==> src/include/adcpc_pkg.sv <==
package adcpc_pkg;
    localparam int ADDR_W = 4;
    localparam int DATA_W = 8;
    localparam int NPINS = 24;
    localparam int RAW_W = 12;
    // register offsets
    localparam logic [3:0] OFS_CTRL = 4'h0;
    localparam logic [3:0] OFS_STAT = 4'h1;
    localparam logic [3:0] OFS_CFG = 4'h2;
    localparam logic [3:0] OFS_RES_HI = 4'h3;
    localparam logic [3:0] OFS_RES_LO = 4'h4;
    localparam logic [3:0] OFS_CMP_HI = 4'h5;
    localparam logic [3:0] OFS_CMP_LO = 4'h6;
    localparam logic [3:0] OFS_PIN_LO = 4'h7;
    localparam logic [3:0] OFS_PIN_MID = 4'h8;
    localparam logic [3:0] OFS_PIN_HI = 4'h9;
    // control fields
    localparam int CTL_CMP_EN = 5;
    localparam int CTL_IRQ_EN = 6;
    localparam int CTL_CMP_GT = 7;
    localparam logic [4:0] CH_OFF = 5'h1F;
    // configuration fields
    localparam int CFG_CLK_LO = 0;
    localparam int CFG_MODE_LO = 2;
    localparam int CFG_DIV_LO = 5;
    localparam logic [7:0] CFG_RST = 8'h00;
    localparam logic [7:0] CTRL_RST = 8'h1F;
    localparam logic [7:0] PIN_RST = 8'h00;
    // input clock select codes
    localparam logic [1:0] CLK_BUS = 2'h0;
    localparam logic [1:0] CLK_BUS2 = 2'h1;
    localparam logic [1:0] CLK_ALT = 2'h2;
    localparam logic [1:0] CLK_ASYNC = 2'h3;
    // conversion modes
    localparam logic [1:0] MODE_8 = 2'h0;
    localparam logic [1:0] MODE_12 = 2'h1;
    localparam logic [1:0] MODE_10 = 2'h2;
    typedef enum logic [1:0] {ST_IDLE, ST_CONV, ST_STORE} adcpc_state_type;
    // pad side bundle
    typedef struct packed {
        logic [NPINS-1:0] out;
        logic [NPINS-1:0] oe;
        logic [NPINS-1:0] pull_en;
    } adcpc_pin_type;
endpackage : adcpc_pkg

==> src/hw/adcpc_top.sv <==
// Implementation choices: the register offsets and strobed register access.
`timescale 1ns/1ps
`default_nettype none
module adcpc_top
    import adcpc_pkg::*;
(
    // clock and reset
    input wire logic i_clk,
    input wire logic i_rst_n,
    // register port
    input wire logic [ADDR_W-1:0] i_addr,
    input wire logic [DATA_W-1:0] i_wdata,
    input wire logic i_wr,
    input wire logic i_rd,
    output logic [DATA_W-1:0] o_rdata,
    // general port logic requests and pad
    input wire adcpc_pin_type i_port_req,
    input wire logic [NPINS-1:0] i_pad_in,
    output adcpc_pin_type o_pad,
    output logic [NPINS-1:0] o_port_in,
    // clock sources, sampled as synchronous levels
    input wire logic i_alt_clk,
    input wire logic i_async_clk,
    // analog core
    input wire logic i_conv_done,
    input wire logic [RAW_W-1:0] i_conv_raw,
    output logic o_conv_start,
    output logic o_conv_tick,
    output logic o_conv_active,
    output logic o_async_osc_en,
    output logic [4:0] o_channel,
    output logic [1:0] o_mode,
    output logic o_irq
);
    // register state
    logic [7:0] ctrl_r, ctrl_nxt, cfg_r, cfg_nxt;
    logic [7:0] cmp_hi_r, cmp_hi_nxt, cmp_lo_r, cmp_lo_nxt;
    logic [7:0] res_hi_r, res_hi_nxt, res_lo_r, res_lo_nxt;
    logic [NPINS-1:0] pin_r, pin_nxt;
    logic done_flag_r, done_flag_nxt;
    logic [7:0] rdata_r, rdata_nxt;
    adcpc_state_type state_r, state_nxt;
    logic start_r, start_nxt, irq_r, irq_nxt;
    logic [11:0] raw_r, raw_nxt;
    logic [1:0] clk_sel, div_sel, mode;
    logic ch_off, go;
    assign clk_sel = cfg_r[CFG_CLK_LO +: 2];
    assign div_sel = cfg_r[CFG_DIV_LO +: 2];
    assign mode = cfg_r[CFG_MODE_LO +: 2];
    assign ch_off = (ctrl_r[4:0] == CH_OFF);
    // a control write with a live channel launches a conversion
    assign go = i_wr && (i_addr == OFS_CTRL) && (i_wdata[4:0] != CH_OFF);

    // rounding and compare of the stored value
    logic [12:0] sum10;
    logic [9:0] sum8;
    logic [11:0] fmt, cmp_val;
    logic cmp_hit, store_ok;
    always_comb begin
        sum10 = {1'b0, raw_r} + 13'h0002;
        sum8 = {1'b0, raw_r[8:0]} + 10'h001;
        cmp_val = {cmp_hi_r[3:0], cmp_lo_r};
        unique case (mode)
            MODE_12: begin
                fmt = raw_r;
            end
            MODE_10: begin
                // round half up, saturate at full scale
                fmt = sum10[12] ? 12'h3FF : {2'h0, sum10[11:2]};
                cmp_val = {2'h0, cmp_hi_r[1:0], cmp_lo_r};
            end
            default: begin
                fmt = sum8[9] ? 12'h0FF : {4'h0, sum8[8:1]};
                cmp_val = {4'h0, cmp_lo_r};
            end
        endcase
        cmp_hit = ctrl_r[CTL_CMP_GT] ? (fmt >= cmp_val) : (fmt < cmp_val);
        store_ok = !ctrl_r[CTL_CMP_EN] || cmp_hit;
    end

    // conversion sequencer; idles between conversions unless a control write starts one in the store cycle
    always_comb begin
        state_nxt = state_r;
        start_nxt = 1'b0;
        raw_nxt = raw_r;
        unique case (state_r)
            ST_IDLE: begin
                if (go) begin
                    state_nxt = ST_CONV;
                    start_nxt = 1'b1;
                end
            end
            ST_CONV: begin
                if (go) begin
                    start_nxt = 1'b1;
                end else if (ch_off) begin
                    state_nxt = ST_IDLE;
                end else if (i_conv_done) begin
                    raw_nxt = i_conv_raw;
                    state_nxt = ST_STORE;
                end
            end
            ST_STORE: begin
                state_nxt = ST_IDLE;
                if (go) begin
                    state_nxt = ST_CONV;
                    start_nxt = 1'b1;
                end
            end
        endcase
    end

    // register writes, result store and flag
    always_comb begin
        ctrl_nxt = ctrl_r;
        cfg_nxt = cfg_r;
        cmp_hi_nxt = cmp_hi_r;
        cmp_lo_nxt = cmp_lo_r;
        pin_nxt = pin_r;
        res_hi_nxt = res_hi_r;
        res_lo_nxt = res_lo_r;
        done_flag_nxt = done_flag_r;
        if (i_wr) begin
            unique case (i_addr)
                OFS_CTRL: begin
                    ctrl_nxt = i_wdata;
                    done_flag_nxt = 1'b0;
                end
                OFS_CFG: cfg_nxt = i_wdata;
                OFS_CMP_HI: cmp_hi_nxt = i_wdata;
                OFS_CMP_LO: cmp_lo_nxt = i_wdata;
                OFS_PIN_LO: pin_nxt[7:0] = i_wdata;
                OFS_PIN_MID: pin_nxt[15:8] = i_wdata;
                OFS_PIN_HI: pin_nxt[23:16] = i_wdata;
                default: ;
            endcase
        end
        // reading the low result acknowledges the completion
        if (i_rd && (i_addr == OFS_RES_LO)) begin
            done_flag_nxt = 1'b0;
        end
        // store wins over a clear in the same cycle
        if ((state_r == ST_STORE) && store_ok) begin
            res_lo_nxt = fmt[7:0];
            res_hi_nxt = (mode == MODE_8) ? 8'h00 : {4'h0, fmt[11:8]};
            done_flag_nxt = 1'b1;
        end
    end

    // read mux, data one cycle after the strobe
    always_comb begin
        rdata_nxt = 8'h00;
        if (i_rd) begin
            unique case (i_addr)
                OFS_CTRL: rdata_nxt = ctrl_r;
                OFS_STAT: rdata_nxt = {6'h00, state_r != ST_IDLE, done_flag_r};
                OFS_CFG: rdata_nxt = cfg_r;
                OFS_RES_HI: rdata_nxt = res_hi_r;
                OFS_RES_LO: rdata_nxt = res_lo_r;
                OFS_CMP_HI: rdata_nxt = cmp_hi_r;
                OFS_CMP_LO: rdata_nxt = cmp_lo_r;
                OFS_PIN_LO: rdata_nxt = pin_r[7:0];
                OFS_PIN_MID: rdata_nxt = pin_r[15:8];
                OFS_PIN_HI: rdata_nxt = pin_r[23:16];
                default: rdata_nxt = 8'h00;
            endcase
        end
        irq_nxt = done_flag_nxt && ctrl_nxt[CTL_IRQ_EN];
    end

    // per-pin handover from port logic to the analog channel
    adcpc_pin_type pad_nxt;
    logic [NPINS-1:0] port_in_nxt;
    genvar g;
    generate
        for (g = 0; g < NPINS; g++) begin : g_pin
            // bit g of the 24-bit claim vector is channel g
            assign pad_nxt.out[g] = i_port_req.out[g] & ~pin_r[g];
            assign pad_nxt.oe[g] = i_port_req.oe[g] & ~pin_r[g];
            assign pad_nxt.pull_en[g] = i_port_req.pull_en[g] & ~pin_r[g];
            assign port_in_nxt[g] = i_pad_in[g] & ~pin_r[g];
        end
    endgenerate

    // conversion clock: source tick then divider
    logic bus2_r, bus2_nxt, alt_q_r, alt_q_nxt, asy_q_r, asy_q_nxt;
    logic [2:0] div_cnt_r, div_cnt_nxt;
    logic [2:0] div_max;
    logic src_tick, tick_nxt, active_nxt, osc_nxt;
    always_comb begin
        bus2_nxt = ~bus2_r;
        alt_q_nxt = i_alt_clk;
        asy_q_nxt = i_async_clk;
        unique case (clk_sel)
            CLK_BUS: src_tick = 1'b1;
            CLK_BUS2: src_tick = bus2_r;
            CLK_ALT: src_tick = i_alt_clk & ~alt_q_r;
            CLK_ASYNC: src_tick = i_async_clk & ~asy_q_r;
        endcase
        unique case (div_sel)
            2'h0: div_max = 3'h0;
            2'h1: div_max = 3'h1;
            2'h2: div_max = 3'h3;
            2'h3: div_max = 3'h7;
        endcase
        div_cnt_nxt = div_cnt_r;
        tick_nxt = 1'b0;
        if (src_tick) begin
            if (div_cnt_r >= div_max) begin
                div_cnt_nxt = 3'h0;
                tick_nxt = (state_r != ST_IDLE);
            end else begin
                div_cnt_nxt = div_cnt_r + 3'h1;
            end
        end
        active_nxt = (state_nxt != ST_IDLE);
        // wait or stop3 does not gate this enable
        osc_nxt = active_nxt && (cfg_nxt[CFG_CLK_LO +: 2] == CLK_ASYNC);
    end

    // registers
    always_ff @(posedge i_clk or negedge i_rst_n) begin
        if (!i_rst_n) begin
            ctrl_r <= CTRL_RST;
            cfg_r <= CFG_RST;
            cmp_hi_r <= 8'h00;
            cmp_lo_r <= 8'h00;
            pin_r <= {NPINS{1'b0}};
            res_hi_r <= 8'h00;
            res_lo_r <= 8'h00;
            done_flag_r <= 1'b0;
            rdata_r <= 8'h00;
            state_r <= ST_IDLE;
            start_r <= 1'b0;
            irq_r <= 1'b0;
            raw_r <= 12'h000;
            o_pad <= '0;
            o_port_in <= {NPINS{1'b0}};
            bus2_r <= 1'b0;
            alt_q_r <= 1'b0;
            asy_q_r <= 1'b0;
            div_cnt_r <= 3'h0;
            o_conv_tick <= 1'b0;
            o_conv_active <= 1'b0;
            o_async_osc_en <= 1'b0;
        end else begin
            ctrl_r <= ctrl_nxt;
            cfg_r <= cfg_nxt;
            cmp_hi_r <= cmp_hi_nxt;
            cmp_lo_r <= cmp_lo_nxt;
            pin_r <= pin_nxt;
            res_hi_r <= res_hi_nxt;
            res_lo_r <= res_lo_nxt;
            done_flag_r <= done_flag_nxt;
            rdata_r <= rdata_nxt;
            state_r <= state_nxt;
            start_r <= start_nxt;
            irq_r <= irq_nxt;
            raw_r <= raw_nxt;
            o_pad <= pad_nxt;
            o_port_in <= port_in_nxt;
            bus2_r <= bus2_nxt;
            alt_q_r <= alt_q_nxt;
            asy_q_r <= asy_q_nxt;
            div_cnt_r <= div_cnt_nxt;
            o_conv_tick <= tick_nxt;
            o_conv_active <= active_nxt;
            o_async_osc_en <= osc_nxt;
        end
    end

    assign o_rdata = rdata_r;
    assign o_conv_start = start_r;
    assign o_irq = irq_r;
    assign o_channel = ctrl_r[4:0];
    assign o_mode = mode;

    // checks
    AST_PIN_OE: assert property (@(posedge i_clk) disable iff (!i_rst_n)
        ##1 $past(pin_r[0]) |-> !o_pad.oe[0]) else $error("claimed pin driven");
    AST_PIN_IN: assert property (@(posedge i_clk) disable iff (!i_rst_n)
        ##1 $past(pin_r[23]) |-> !o_port_in[23]) else $error("claimed pin read");
    AST_PIN_PULL: assert property (@(posedge i_clk) disable iff (!i_rst_n)
        ##1 $past(pin_r[8]) |-> !o_pad.pull_en[8]) else $error("claimed pin pulled");
    AST_PIN_MID: assert property (@(posedge i_clk) disable iff (!i_rst_n)
        i_wr && i_addr == OFS_PIN_MID |=> pin_r[15:8] == $past(i_wdata))
        else $error("mid pin register wrong");
    AST_OFF: assert property (@(posedge i_clk) disable iff (!i_rst_n)
        ch_off && !go |=> !start_r) else $error("start while disabled");
    // a new start right after the store is legal, so both idle cycles need no start
    AST_IDLE: assert property (@(posedge i_clk) disable iff (!i_rst_n)
        state_r == ST_STORE && !go ##1 !go |-> !o_conv_active [*2])
        else $error("not idle after store");
    AST_RND10: assert property (@(posedge i_clk) disable iff (!i_rst_n)
        state_r == ST_STORE && store_ok && mode == MODE_10 && raw_r == 12'h006
        |=> res_lo_r == 8'h02 && res_hi_r == 8'h00) else $error("10-bit rounding");
    AST_MODE8: assert property (@(posedge i_clk) disable iff (!i_rst_n)
        state_r == ST_STORE && store_ok && mode == MODE_8 |=> res_hi_r == 8'h00)
        else $error("8-bit wrote high");
    AST_FLAG: assert property (@(posedge i_clk) disable iff (!i_rst_n)
        state_r == ST_STORE && store_ok |=> done_flag_r ##1 (irq_r == ctrl_r[CTL_IRQ_EN] || !done_flag_r))
        else $error("flag or irq wrong");
    AST_CMP: assert property (@(posedge i_clk) disable iff (!i_rst_n)
        state_r == ST_STORE && !ctrl_r[CTL_CMP_EN] |=> done_flag_r)
        else $error("store gated without compare");
    AST_DIV16: assert property (@(posedge i_clk) disable iff (!i_rst_n)
        $rose(o_conv_tick) && clk_sel == CLK_BUS2 && div_sel == 2'h3 && $stable(cfg_r)
        |=> !o_conv_tick [*8]) else $error("divide by 16 broken");
    AST_ASYNC: assert property (@(posedge i_clk) disable iff (!i_rst_n)
        o_conv_active && clk_sel == CLK_ASYNC |-> o_async_osc_en)
        else $error("async oscillator off");
    COV_STORE: cover property (@(posedge i_clk) disable iff (!i_rst_n)
        state_r == ST_STORE && store_ok);
    COV_CMP_MISS: cover property (@(posedge i_clk) disable iff (!i_rst_n)
        state_r == ST_STORE && !store_ok);
    COV_PIN_CLAIM: cover property (@(posedge i_clk) disable iff (!i_rst_n)
        pin_r[16] && i_port_req.oe[16]);
    COV_IRQ: cover property (@(posedge i_clk) disable iff (!i_rst_n) $rose(o_irq));
endmodule : adcpc_top
`default_nettype wire

==> config.mk <==
export PLATFORM = sky130hd
export DESIGN_NAME = adcpc_top
export DESIGN_NICKNAME = d
export VERILOG_FILES = /design/src/include/adcpc_pkg.sv /design/src/hw/adcpc_top.sv
export SDC_FILE = /design/constraint.sdc
export NUM_CORES = 1
export LEC_CHECK = 0
export BUFFER_PORTS_ARGS = -buffer_cell sky130_fd_sc_hd__buf_4
export CORE_MARGIN = 5
export CORE_UTILIZATION = 29
export DETAILED_ROUTE_END_ITERATION = 6
export SLEW_MARGIN = 20
export SYNTH_ARGS = -nofsm -noshare
export SYNTH_HDL_FRONTEND = slang
export SYNTH_SLANG_ARGS = --single-unit
export TNS_END_PERCENT = 30
==> constraint.sdc <==
create_clock -name i_clk -period 3.3 [get_ports i_clk]
set_clock_uncertainty 0.1 [all_clocks]
set_input_delay 0.495 -clock i_clk [delete_from_list [all_inputs] [get_ports i_clk]]
set_output_delay 0.495 -clock i_clk [all_outputs]
set_load 0.05 [all_outputs]
After elaboration in Yosys (flattened, before gate mapping)
Cells that the tools add are included.

word-level totals
  flip-flop bits (word level) = 202
  input port bits = 127
  output and inout bits = 116

operators by class
  muxes and demuxes = 29
  order comparisons = 3
  reductions and logical operators = 24
  add/sub/neg operators = 3
  eq/ne operators = 22
  bitwise operators = 127

operators with widths
  kind                                                  count
  AND 1 bit                                             98
  one-hot mux 8 bit (10 select lines)                   1
  one-hot mux 12 bit (2 select lines)                   2
  NOT 1 bit                                             29
  equality test 4 x 3 -> 1 bit (second input constant)  4
  2-to-1 mux 8 bit                                      2
  equality test 2 bit (second input constant)           7
  2-to-1 mux 7 bit                                      2
  AND reduction 2 bit                                   7
  adder 12 x 2 -> 13 bit (second input constant)        1
  greater-or-equal comparator 12 bit                    1
  less-than comparator 12 bit                           1
  2-to-1 mux 2 bit                                      6
  one-hot mux 3 bit (4 select lines)                    1
  adder 9 x 1 -> 10 bit (second input constant)         1
  2-to-1 mux 1 bit                                      10
  2-to-1 mux 10 bit                                     1
  equality test 2 x 1 -> 1 bit (second input constant)  4
  equality test 4 x 2 -> 1 bit (second input constant)  2
  equality test 4 bit (second input constant)           2
  logical NOT 2 bit                                     4
  logical AND 1 bit                                     6
  one-hot mux 2 bit (3 select lines)                    1
  equality test 5 bit (second input constant)           1
  13 further kinds                                      14

Depth between registers and ports, before layout
  word-level depth = 9
  depth in mapped cells = 15
  gate-level depth less buffers = 13

Worst setup path after synthesis
No wires, ideal clock.

  path type = register to register
  from = register raw_r[1]
  to = register res_hi_r[2]
  period minus slack after synthesis = 3,435 ps
  setup slack = -135 ps
  cell stages (with the launch flop) = 15
  library setup time = 125 ps
  data arrival time = 3,210 ps
  cells stage by stage = dfrtp_1 ha_1 buf_2 and3_1 and3_1 a21o_1 a32o_1 ha_1 nand4_1 nor2_1 a221oi_1 mux2i_1 nand2_2 buf_6 mux2_4

on the way
  cells in the longest elaborated chain, start to end = 7

RTL lines
  item                                                                                      RTL line                          text
  start: declaration                                                                        adcpc_top.sv:44                   logic [11:0] raw_r, raw_nxt;
  start signal: assignment                                                                  adcpc_top.sv:259                  raw_r <= raw_nxt;
  adder 12 x 2 -> 13 bit / adder 9 x 1 -> 10 bit (equally long branches)                    adcpc_top.sv:60, adcpc_top.sv:61
  2-to-1 mux 10 bit / 2-to-1 mux 8 bit (equally long branches)                              adcpc_top.sv:69, adcpc_top.sv:73
  one-hot mux 12 bit (2 select lines) *                                                     adcpc_top.sv:63                   unique case (mode)
  less-than comparator 12 bit / greater-or-equal comparator 12 bit (equally long branches)  adcpc_top.sv:77                   cmp_hit = ctrl_r[CTL_CMP_GT] ? (fmt >= cmp_val) : (fmt < cmp_val);
  2-to-1 mux 1 bit *                                                                        adcpc_top.sv:77
  logical OR 1 bit *                                                                        adcpc_top.sv:78                   store_ok = !ctrl_r[CTL_CMP_EN] || cmp_hit;
  logical AND 1 bit *                                                                       adcpc_top.sv:143                  if ((state_r == ST_STORE) && store_ok) begin
  end signal: assignment                                                                    adcpc_top.sv:252                  res_hi_r <= res_hi_nxt;
  end: declaration                                                                          adcpc_top.sv:38                   logic [7:0] res_hi_r, res_hi_nxt, res_lo_r, res_lo_nxt;

Every way passes the cells marked *; elsewhere a longest branch is shown, timed or not.
A chain may end at the register's enable or synchronous reset.

Final worst setup path
  from = register raw_r[1]
  to = register res_lo_r[5]

on the way
  cells in the longest elaborated chain, start to end = 7

RTL lines
  item                                                                                      RTL line                          text
  adder 12 x 2 -> 13 bit / adder 9 x 1 -> 10 bit (equally long branches)                    adcpc_top.sv:60, adcpc_top.sv:61
  2-to-1 mux 10 bit / 2-to-1 mux 8 bit (equally long branches)                              adcpc_top.sv:69, adcpc_top.sv:73
  one-hot mux 12 bit (2 select lines) *                                                     adcpc_top.sv:63
  via fmt[3]                                                                                adcpc_top.sv:57                   logic [11:0] fmt, cmp_val;
  less-than comparator 12 bit / greater-or-equal comparator 12 bit (equally long branches)  adcpc_top.sv:77
  2-to-1 mux 1 bit *                                                                        adcpc_top.sv:77
  logical OR 1 bit *                                                                        adcpc_top.sv:78
  logical AND 1 bit *                                                                       adcpc_top.sv:143
  end signal: assignment                                                                    adcpc_top.sv:253                  res_lo_r <= res_lo_nxt;
  end: declaration                                                                          adcpc_top.sv:38

The timed path passes the listed nets; every way through them passes the cells marked *.

==> results.md <==
- Hold WS: 0.00115 ns
- Synthesized area: 0.00865 sq mm
- P_leak: 5.66 nW
- CTS root buffer: clkbuf_16
- WS Path Type: flop to flop
- # rows: 63
- Initial drt markers: 388
- Dominant synthesized flop cell: dfrtp_1
- Fin. Hold Viols: 0
- Max Freq: 305 MHz
- Setup_tns: 0 ns
- DR vias/cell: 4.67
- Sequential area share after synthesis: 57.4%
- GR Util All Layers: 14.8%
- Combinational share of power: 38.7%
- Clk slew on worst S/H paths: 0.07 ns
- DRC Markers: 0
- Switching part of the total: 36.7%
- RR Startpoint: raw_r[1]
- Area growth, synth to finish: 38.9%
- Post-route ant nets: 0
- Mean routed wirelength per cell: 18.2 um
- Starting density of the core: 29.2%
- Crit-path max FO: 6
- Worst EP required: 3.51 ns
- Max-Cap Viols: 0
- Power, Total: 9.12 mW
- VDD IR max: 0.343 mV
- Met2 Track Usage GR: 24.4%
- H-tree Lvls: 4
- CP arrival: 3.49 ns
- Status: completed
- Yosys synthesis warning count: 0
- Internal: 5.78 mW
- GR Layer Usage met3: 4.05%
- Path type of the worst min-delay path: input pin to asynchronous set/reset pin
- Mapped Nets: 863
- Worst Max-Slew Pin Slew: 0.813 ns
- Sw power: 3.34 mW
- EDFF count, synth: 0
- Full die area: 0.0334 sq mm
- Setup crit end kind: flop
- Area leader, netlist: dfrtp_1
- Die span in x: 183 um
- Slew headroom: 45.8%
- Final net count: 1143
- Initial antenna violation count: 0
- Worst r2r path cells: 14
- Final WL: 25400 um
- Routability congestion estimate: 0.867
- Power density cells: 759 mW/mm^2
- CTS Sinks: 198
- Clk buf depth: 2
- Fin crit share: 99.4%
- GRT overflow: 0
- Routed vias: 6511
- Setup violators final: 0
- Post-Route Utilization: 40.6%
- Core area: 0.0296 sq mm
- Reg power frac: 37.2%
- Gr busiest metal: met2
- Post-detail-place hpwl: 19300 um
- Syn_area_per_cell: 12.1 sq um
- Chip Height: 183 um
- IO Port Bufs: 242
- Clk_lat worst skew: 0.43 ns
- Share of cells above drive strength 1: 43.8%
- Number of fill cells: 2857
- Mapped Cells: 712
- CP Launch Type: flop
- Vias in the first global route: 6514
- Tmin final: 3.28 ns
- Clk pwr share: 24.1%
- Diode count: 0
- Post-synthesis cell type count: 59
- Total iterations of the first detailed-routing run: 7
- Met1 Use GR: 19.1%
- First-pass GRT wire length: 38400 um
- Post-synth top area share: 55.9%
- Reg2Reg Capture Point: res_lo_r[5]
- Flop2flop setup slack: 0.02 ns
- CTS tree: done
- Largest net degree at the start of global routing: 92
- Fraction of registers with async set/reset: 100%
- Top cells by area, synth: dfrtp_1, mux2_2, nor2b_1
- Total CTS buffers: 17
- Yosys reg bits: 198
- Io pins: 243
- Final Slew Violations: 0
- RSZ-0062 raised after global routing: yes
[state kept, by name, summed over array words and instances (netlist names), 8 cells and up]
signal     count
cfg_r          8
raw_r         12
o_port_in     24
o_rdata        8
o_pad         72
ctrl_r         8
res_lo_r       8
cmp_lo_r       8
pin_r         24
cmp_hi_r       8
[cells in the final DEF, fill, tap and decap left out, types with 4 or more instances in the layout]
| cell | instances |
|---|---|
| a21oi_1 | 17 |
| a221oi_1 | 5 |
| a22o_1 | 12 |
| a22oi_1 | 9 |
| and3_1 | 8 |
| buf_4 | 293 |
| bufinv_16 | 4 |
| clkbuf_16 | 17 |
| dfrtp_1 | 191 |
| dfstp_2 | 5 |
| ha_1 | 18 |
| ha_4 | 5 |
| inv_1 | 25 |
| mux2_2 | 71 |
| mux2_4 | 6 |
| mux2i_1 | 9 |
| nand2_1 | 33 |
| nand3_1 | 12 |
| nand4_1 | 9 |
| nor2_1 | 24 |
| nor2b_1 | 103 |
| nor3_1 | 5 |
| nor3b_1 | 4 |
| o211ai_1 | 5 |
| o21ai_0 | 20 |
| o21ai_1 | 4 |
| xnor2_1 | 4 |
| xor2_1 | 4 |
[through the flow]
stage | area, sq um | setup WS (ns) | std cells
floorplan | 8680 | 0.0137 | 712
global placement | 11200 | -0.0232 | 1357
detailed placement | 11200 | -0.0943 | 1357
CTS | 11900 | 0.00405 | 1391
global route | 12000 | -0.136 | 1394
finish | 12000 | 0.0201 | 1394
[layer usage]
metal / vias to the layer above / share of wire (%)
met3: 22 / 8.4
li1: 3044 / -
met1: 3178 / 41
met4: 0 / 1.6
met2: 267 / 49
met5: - / 0
[cell usage after synthesis (4+ instances only)]
library cell  instances
ha_1                 24
xnor2_1               4
and4_1                4
a22o_1               12
a21oi_1              20
and3_1               10
nor2_1               26
a221oi_1              6
a31oi_1               4
buf_4                 7
mux2_2               71
mux2i_1              10
and2_1                4
xor2_1                4
dfrtp_1             193
inv_1                25
clkbuf_1             14
buf_2                12
nor3_1                5
a22oi_1              12
o21ai_0              23
mux2_4                6
o211ai_1              5
nand4_1               9
nand2_1              34
nor3b_1               4
dfstp_2               5
nor2b_1             103
nand3_1              12
[timing repair]
item | 4_1_cts | 5_1_grt
setup endpoints to repair | 12 | 14
pin swaps | 2 | 10
endpoints found under the hold margin | 0 | 0
gates cloned | 1 | 0
setup buffers | 2 | 3
gates resized for setup | 9 | 22
hold buffers | 0 | 0
[cell type report]
class	count	area, sq um	share of cell area [%]
clock buffers	20	447	3.72
inverters	25	93.8	0.781
well taps	390	488	4.06
flip-flops and latches	198	4960	41.3
repair buffers	296	2250	18.8
clock inverters	11	174	1.45
multi-input cells	454	3590	29.9
[worst max-delay path, cell delays in order (launching register included)]
cell      delay (ns)
dfrtp_2         0.45
buf_4           0.14
ha_1            0.18
buf_4           0.14
nand3_1         0.08
xor2_1          0.20
a32oi_2         0.10
ha_1            0.34
nand3_1         0.10
o221ai_1        0.14
a221oi_2        0.33
mux2i_2         0.27
buf_4           0.16
nand2_4         0.10
mux2_4          0.32
[power by group through the flow]
stage | sequential [mW] | clock, mW | combinational (mW)
after floorplan | 3.94 | 0 | 1.53
after global placement | 3.42 | 0 | 3.31
after detailed placement | 3.43 | 0 | 3.35
final | 3.39 | 2.20 | 3.53
after CTS | 3.40 | 2.27 | 3.43
after global routing | 3.46 | 2.35 | 3.82
[worst max-delay path by stage]
stage               startpoint          end  slack [ns]  depth (start not counted)
finish                raw_r[1]  res_lo_r[5]        0.02                         14
global route          cfg_r[2]  res_lo_r[4]       -0.14                         14
CTS                   cfg_r[3]  res_lo_r[5]       0.004                         13
detailed placement    cfg_r[3]  res_lo_r[5]       -0.09                         12
global placement      cfg_r[3]  res_lo_r[5]       -0.02                         12
floorplan             raw_r[1]  res_hi_r[2]        0.01                         14
[logic make-up (layout without fill, tap and decap cells)]
logic type | after synthesis | count (layout) | share of synthesized area [%]
AND/OR/NAND/NOR | 224 | 225 | 14.8
flip-flops | 198 | 198 | 57.4
AO/OA/AOI/OAI | 109 | 109 | 8.74
multiplexers | 88 | 88 | 11.6
buffers and inverters | 61 | 352 | 3.21
adder cells (fa/ha/maj) | 24 | 24 | 3.47
XOR/XNOR | 8 | 8 | 0.810
(Power assumes the default switching activity.)
